$ cat src/core/smbc_pkg.sv
// Shared constants and carrier types for the SPI motor bridge control block
package smbc_pkg;

   // ***********************************
   // Frame geometry
   // ***********************************
   localparam int unsigned FRAME_BITS   = 16;
   localparam int unsigned CNT_W        = 5;
   localparam logic [4:0]  LEN_MIN      = 5'h0F;
   localparam logic [4:0]  LEN_MAX      = 5'h11;
   localparam logic [4:0]  CNT_SAT      = 5'h1F;
   localparam logic [4:0]  CNT_RST      = 5'h00;

   // ***********************************
   // Status word layout and reset values
   // ***********************************
   localparam int unsigned BRIDGE_LSB   = 1;
   localparam int unsigned BRIDGE_MSB   = 12;
   localparam int unsigned BRIDGE_W     = 12;
   localparam logic [15:0] STATUS_RST   = 16'h0000;
   localparam logic [15:0] RX_RST       = 16'h0000;
   localparam logic [2:0]  SYNC_RST     = 3'h0;
   localparam logic [2:0]  CSN_SYNC_RST = 3'h7;

   // ***********************************
   // Carriers
   // ***********************************
   typedef struct packed {
      logic sclk;
      logic sdi;
      logic chip_select_n;
   } smbc_pins_t;

   typedef struct packed {
      logic so;
      logic so_oe_n;
   } smbc_so_t;

   typedef enum logic [1:0] {
      SMBC_IDLE = 2'b01,
      SMBC_XFER = 2'b10
   } smbc_state_t;

endpackage : smbc_pkg

$ cat src/core/smbc_top.sv
// SPI slave that loads bridge switch commands and returns the status word
`timescale 1ns/10ps
// What this block does
// - Falling sclk shifts sdi into 16-bit receiver
// - Rising sclk after the first falling edge advances serial output bit
// - Sclk and sdi accepted only while selected
// - Selection presents status bit 15 first
// - Deselect copies received word into status
// - Status bits 1 to 12 drive switches
// - Serial output released while deselected
// - Frames outside 15 to 17 bits discarded
module smbc_top
   import smbc_pkg::*;
(
   // Clock and reset
   input  wire logic                   clk,
   input  wire logic                   resetn,
   // SPI pins from the master
   input  wire smbc_pkg::smbc_pins_t   pins,
   // Serial output pin
   output smbc_pkg::smbc_so_t          so_pin,
   // Bridge switch commands and status word
   output logic [smbc_pkg::BRIDGE_W-1:0] bridge_cmd,
   output logic [smbc_pkg::FRAME_BITS-1:0] status_word
);
   import smbc_pkg::*;

   // ***********************************
   // Pin synchronisers
   // ***********************************
   // Stage 0 feeds stage 1 only; stage 2 gives the previous value for edges
   logic [2:0]            sclk_sync_reg;
   logic [2:0]            sdi_sync_reg;
   logic [2:0]            csn_sync_reg;
   logic                  sclk_rise;
   logic                  sclk_fall;
   logic                  csn_fall;
   logic                  csn_rise;
   logic                  sdi_s;

   always_ff @(posedge clk) begin
      if (!resetn) begin
         sclk_sync_reg <= SYNC_RST;
         sdi_sync_reg  <= SYNC_RST;
         csn_sync_reg  <= CSN_SYNC_RST;
      end else begin
         sclk_sync_reg <= {sclk_sync_reg[1:0], pins.sclk};
         sdi_sync_reg  <= {sdi_sync_reg[1:0], pins.sdi};
         csn_sync_reg  <= {csn_sync_reg[1:0], pins.chip_select_n};
      end
   end

   assign sclk_rise = sclk_sync_reg[1] & ~sclk_sync_reg[2];
   assign sclk_fall = ~sclk_sync_reg[1] & sclk_sync_reg[2];
   assign csn_fall  = ~csn_sync_reg[1] & csn_sync_reg[2];
   assign csn_rise  = csn_sync_reg[1] & ~csn_sync_reg[2];
   // Sdi is taken one stage later than sclk, so the sampled bit is the one just before the edge
   assign sdi_s     = sdi_sync_reg[2];

   // ***********************************
   // Transfer state
   // ***********************************
   smbc_state_t           state_reg;
   smbc_state_t           state_next;
   logic                  active;
   logic                  len_ok;

   always_comb begin
      state_next = state_reg;
      case (state_reg)
         SMBC_IDLE: begin
            if (csn_fall) begin
               state_next = SMBC_XFER;
            end
         end
         SMBC_XFER: begin
            if (csn_rise) begin
               state_next = SMBC_IDLE;
            end
         end
         default: begin
            state_next = SMBC_IDLE;
         end
      endcase
   end

   always_ff @(posedge clk) begin
      if (!resetn) begin
         state_reg <= SMBC_IDLE;
      end else begin
         state_reg <= state_next;
      end
   end

   // Edges count only while selected and after the falling select edge
   assign active = (state_reg == SMBC_XFER) && !csn_rise;

   // ***********************************
   // Receive path
   // ***********************************
   logic [FRAME_BITS-1:0] rx_reg;
   logic [CNT_W-1:0]      cnt_reg;

   // Master moves sdi on rising edges, so it is steady at the falling one
   always_ff @(posedge clk) begin
      if (!resetn) begin
         rx_reg <= RX_RST;
      end else if (active && sclk_fall) begin
         rx_reg <= {rx_reg[FRAME_BITS-2:0], sdi_s};
      end
   end

   // Saturating count keeps very long frames from wrapping into range
   always_ff @(posedge clk) begin
      if (!resetn) begin
         cnt_reg <= CNT_RST;
      end else if (csn_fall) begin
         cnt_reg <= CNT_RST;
      end else if (active && sclk_fall && cnt_reg != CNT_SAT) begin
         cnt_reg <= cnt_reg + 5'h01;
      end
   end

   // A 15 or 17 bit frame keeps the last 16 bits seen
   assign len_ok = (cnt_reg >= LEN_MIN) && (cnt_reg <= LEN_MAX);

   // ***********************************
   // Status register and bridge drive
   // ***********************************
   logic [FRAME_BITS-1:0] status_reg;
   logic [BRIDGE_W-1:0]   bridge_reg;

   always_ff @(posedge clk) begin
      if (!resetn) begin
         status_reg <= STATUS_RST;
      end else if (state_reg == SMBC_XFER && csn_rise && len_ok) begin
         status_reg <= rx_reg;
      end
   end

   always_ff @(posedge clk) begin
      if (!resetn) begin
         bridge_reg <= STATUS_RST[BRIDGE_MSB:BRIDGE_LSB];
      end else begin
         bridge_reg <= status_reg[BRIDGE_MSB:BRIDGE_LSB];
      end
   end

   assign bridge_cmd  = bridge_reg;
   assign status_word = status_reg;

   // ***********************************
   // Transmit path
   // ***********************************
   logic [FRAME_BITS-1:0] tx_reg;

   // No shift before the first falling edge, so bit 15 is sampled first
   always_ff @(posedge clk) begin
      if (!resetn) begin
         tx_reg <= STATUS_RST;
      end else if (csn_fall) begin
         tx_reg <= status_reg;
      end else if (active && sclk_rise && cnt_reg != CNT_RST) begin
         tx_reg <= {tx_reg[FRAME_BITS-2:0], 1'b0};
      end
   end

   // One assignment for the whole pin struct keeps a single driver
   assign so_pin = '{so:      tx_reg[FRAME_BITS-1],
                     so_oe_n: (state_reg != SMBC_XFER)};
endmodule : smbc_top

$ cat config.mk
export PLATFORM = sky130hd
export DESIGN_NAME = smbc_top
export DESIGN_NICKNAME = d
export VERILOG_FILES = /design/src/core/smbc_pkg.sv /design/src/core/smbc_top.sv
export SDC_FILE = /design/constraint.sdc
export NUM_CORES = 1
export LEC_CHECK = 0
export BUFFER_PORTS_ARGS = -buffer_cell sky130_fd_sc_hd__buf_4
export CAP_MARGIN = 20
export CORE_ASPECT_RATIO = 2
export CORE_MARGIN = 5
export CORE_UTILIZATION = 50
export DETAILED_ROUTE_END_ITERATION = 10
export GPL_TIMING_DRIVEN = 0
export HOLD_SLACK_MARGIN = 0.02
export PLACE_DENSITY_LB_ADDON = 0.25
export SYNTH_ARGS = -nofsm -noshare
export SYNTH_HDL_FRONTEND = slang
export SYNTH_SLANG_ARGS = --single-unit
$ cat constraint.sdc
create_clock -name clk -period 3.6 [get_ports clk]
set_clock_uncertainty 0.15 [all_clocks]
set_input_delay 0.72 -clock clk [delete_from_list [all_inputs] [get_ports clk]]
set_output_delay 0.72 -clock clk [all_outputs]
set_load 0.1 [all_outputs]
* Word-level counts from Yosys, hierarchy flattened *
Cells that the tools add are included.

word-level totals
  register bits = 76
  input port bits = 5
  output and inout port bits = 30
  word-level logic and storage cells = 45

cells by class
  add/subtract/negate cells = 1
  $lt $le $gt $ge = 2
  equal/unequal tests = 6
  muxes and demuxes = 5
  bitwise logic cells = 9
  reductions and logical operators = 13

operators with widths
  operator             count
  $mux 16              2
  $logic_and 1x1->1    8
  $ne 2x2->1 const B   3
  $add 5x1->5 const B  1
  $ge 5x4->1 const B   1
  $le 5x5->1 const B   1
  $ne 5x5->1 const B   1
  $not 1->1            5
  $reduce_bool 5->1    1
  $and 1x1->1          4
  $mux 2               2
  $pmux 2 s2           1
  $eq 2x1->1 const B   1
  $eq 2x2->1 const B   1
  $reduce_and 2->1     1
  $reduce_bool 2->1    1
  $reduce_or 2->1      1
  $logic_not 1->1      1

* Longest topological paths before layout *
  depth after elaboration = 8
  gate-level depth with buffers = 8
  mapped depth without buffers = 6

* Worst setup path before layout *
Ideal clock, no wire load.

  path type = reg-to-reg
  start point = reg cnt_reg[0]
  end point = reg status_reg[10] (netlist: status_word[10])
  library setup time = 0.122 ns
  data arrival time = 1.743 ns
  required time = 3.328 ns
  path slack = 1.584 ns
  stages on the path, launching flop included = 9
  buffers on the path = 2
  clock period less this slack = 2.016 ns
  cell sequence = dfxtp_1 -> ha_1 -> and3_1 -> ha_1 -> a211o_1 -> and4bb_1 -> buf_6 -> buf_6 -> mux2i_1

between the ends
  cells in the longest elaborated chain, start to end = 3
  elaborated cells on any way between the ends = 4
  classes of those cells = 2 x order compare; 2 x reduce/logical

ends and longest elaborated chain
  item                                             line             text
  from (decl)                                      smbc_top.sv:102  logic [CNT_W-1:0] cnt_reg;
  from (signal assigned)                           smbc_top.sv:120  cnt_reg <= cnt_reg + 5'h01;
  $ge 5x4->1 / $le 5x5->1 (equally long branches)  smbc_top.sv:125  assign len_ok = (cnt_reg >= LEN_MIN) && (cnt_reg <= LEN_MAX);
  $logic_and 1x1->1 (*)                            smbc_top.sv:125
  $logic_and 1x1->1 (*)                            smbc_top.sv:136  end else if (state_reg == SMBC_XFER && csn_rise && len_ok) begin
  to (signal assigned)                             smbc_top.sv:137  status_reg <= rx_reg;
  to (decl)                                        smbc_top.sv:130  logic [FRAME_BITS-1:0] status_reg;

Every way passes the cells marked *; elsewhere a longest branch is shown, timed or not.
A chain may end at the register's enable or synchronous reset.

* Worst setup path in the final report *
  start point = reg cnt_reg[0]
  end point = reg cnt_reg[3]

between the ends
  cells in the longest elaborated chain, start to end = 2
  elaborated cells on any way between the ends = 3
  classes of those cells = 1 x add/sub; 1 x eq/ne; 1 x reduce/logical

ends and longest elaborated chain
  item
  parallel branches: the longest is 2 deep, another holds $add 5x1->5

Parallel ways; which one is timed is not known.

==> impl_metrics.ini <==
[status]
status = finished, final reports clean

[placement]
dp_hpwl_um = 4690
numPortBuffers = 33
place.gp.congestion = 0.797

[yosys]
synth_cells = 325
synth_area_leaders = dfxtp_1 (52%), nand2_1 (12%), mux2i_1 (5.9%)
syn_area_per_cell_um2 = 8.92
ys_seq_area_share_pct = 52.5
synth_ff_type = dfxtp_1
async_flop_share_pct = 0
syn-num-nets = 335
synth.ff_latch_count = 76
ys_types = 34
yosys-top-cells-count = nand2_1 (96), dfxtp_1 (76), nor2_1 (22)
yosys.area.top_type = dfxtp_1
synth_top_area_share_pct = 52.5
syn_area_um2 = 2900
yosys_warnings = 0
synth-edff-count = 0
yosysMostFrequentCell = nand2_1

[timing]
slew_headroom_pct = 64.5
drv_slew = 0
rsz0062_at_grt = no
finalCriticalPeriod_ns = 2.17
period_share_pct = 60.3
fmax_mhz = 460
hold_violations = 0
tightestPinTransition_ns = 0.529
setup_violations = 0
fin_setup_tns_ns = 0

[setup_path]
critPathRequiredTime_ns = 3.68
reg2reg_to = cnt_reg[3]
end_kind = flop
cp.buffers_inverters = 0
critPathSlowestCell = nor4_4
crit_type = flop to flop
r2r-start = cnt_reg[0]
cp_common_cell = ha_1
cp_top_family = simple AND/OR/NAND/NOR gates
critPathArrivalTime_ns = 2.25
crit_path_start_kind = flop
max_stage_delay_ns = 0.54
reg2regPathDepth = 6
worstPathCellList = ha_1, and3_1, ha_1, nor4_4, a21oi_1, a31o_1
crit_fanout = 8
rrSetupSlack_ns = 1.43
worst-path-stages = 6

[hold_path]
min_path_type = flop to flop
hp-start = csn_sync_reg[0]
min_to = csn_sync_reg[1]
hold_depth = 1

[clock_network]
holdBufCountCts = 0
cts_buffer_depth = 2
htreeDepth = 3
numCtsBuffers = 9
clk_latency_ns = 0.34
root_buffer = clkbuf_16
clk_pin_slew_worst_paths_ns = 0.06
cts_tree = yes
cts_sinks = 76
cts_resized = 0
cts_setup_buffers = 0

[detailed_routing]
avgViaCountPerCell = 5.26
drc = 0
wl_per_cell_um = 14.5
final_antenna_net_count = 0
firstDrtPassIters = 4
vias = 2281
routed_wl_um = 6300
drtIter0Drc = 141

[floorplan]
core_area_um2 = 5660
die_y_um = 118
dieArea_um2 = 7520
pin_count = 35
start_util_pct = 51.2
rows = 39
chipWidth_um = 63.9

[global_route]
antenna_found_initial = 0
grt_max_degree = 12
grt_util_all_layers_pct = 18.1
grt_pass1_wl_um = 10400
grt_overflow = 0
grt_pass1_vias = 2190

[flow_run]
cap_viol_max_count = 0

[final_layout]
nets = 379
area_growth_pct = 21.7
drive_gt1_share_pct = 16.6
diodes = 0

[power_and_ir_drop]
powerDensity_nw_per_um2 = 519
fin_total_pwr_uw = 1830
leakage_uw = 0.00144
ir_drop_mv = 0.680
-- worst max-delay path by stage --
stage                    start              end  slack (ns)
floorplan           cnt_reg[0]  status_word[10]        1.58
global placement    cnt_reg[0]       cnt_reg[2]        1.44
detailed placement  cnt_reg[0]       cnt_reg[3]        1.42
CTS                 cnt_reg[0]       cnt_reg[3]        1.41
global route        cnt_reg[0]       cnt_reg[3]        1.28
finish              cnt_reg[0]       cnt_reg[3]        1.43
-- per-layer routing --
metal  track usage (%)  up-vias  share of wire (%)
li1                  -     1147                  -
met1              18.8     1064                 37
met2              31.4       57                 55
met3              5.44       13                5.4
met4              9.88        0                2.8
met5                 0        -                  0
-- area by class of cell --
class                           instances  area (µm²)
Clock inverter                          1        30.0
Tap cell                               61        76.3
Timing Repair Buffer                   33         248
Clock buffer                           14         274
Multi-Input combinational cell        210        1200
Buffer                                 22         116
Sequential cell                        76        1520
Inverter                               17        63.8
Fill cell                             521        2130
-- power by group --
group	switching, µW	internal [µW]
clock	320	589
sequential	5.96	855
combinational	41.0	19.8
total	367	1460
-- layout by cell type (no fill, tap or decap), types with 2 or more instances in the layout --
master,count
clkbuf_1,15
mux2i_1,17
nor2_1,22
clkbuf_8,3
nand3_1,3
inv_1,16
a21oi_1,20
nand2b_1,7
buf_4,37
dfxtp_1,76
buf_2,3
buf_6,2
ha_1,5
a311oi_1,15
and2_1,6
nand2_1,96
clkbuf_16,9
a31o_1,2
-- through the flow --
| stage | utilization (%) | instances | cell area, µm² | worst slack (ns) | hold WS (ns) |
|---|---|---|---|---|---|
| detailed placement | 57.0 | 419 | 3220 | 1.42 | 0.267 |
| finish | 62.3 | 434 | 3530 | 1.43 | 0.276 |
| global placement | 57.0 | 419 | 3220 | 1.44 | 0.252 |
| global route | 62.3 | 434 | 3530 | 1.28 | 0.291 |
| floorplan | - | 325 | 2900 | 1.58 | 0.236 |
| CTS | 62.3 | 434 | 3530 | 1.41 | 0.280 |
-- cell families after synthesis --
group | synth area share, %
adders and majority gates | 2.16
and+or+nand+nor | 22.5
AOI/OAI and AO/OA | 10.5
DFF | 52.5
xor gates and xnor gates | 0.302
buffers and inverters | 6.21
muxes | 5.87
No activity file was read; power rests on OpenSTA's default activity.
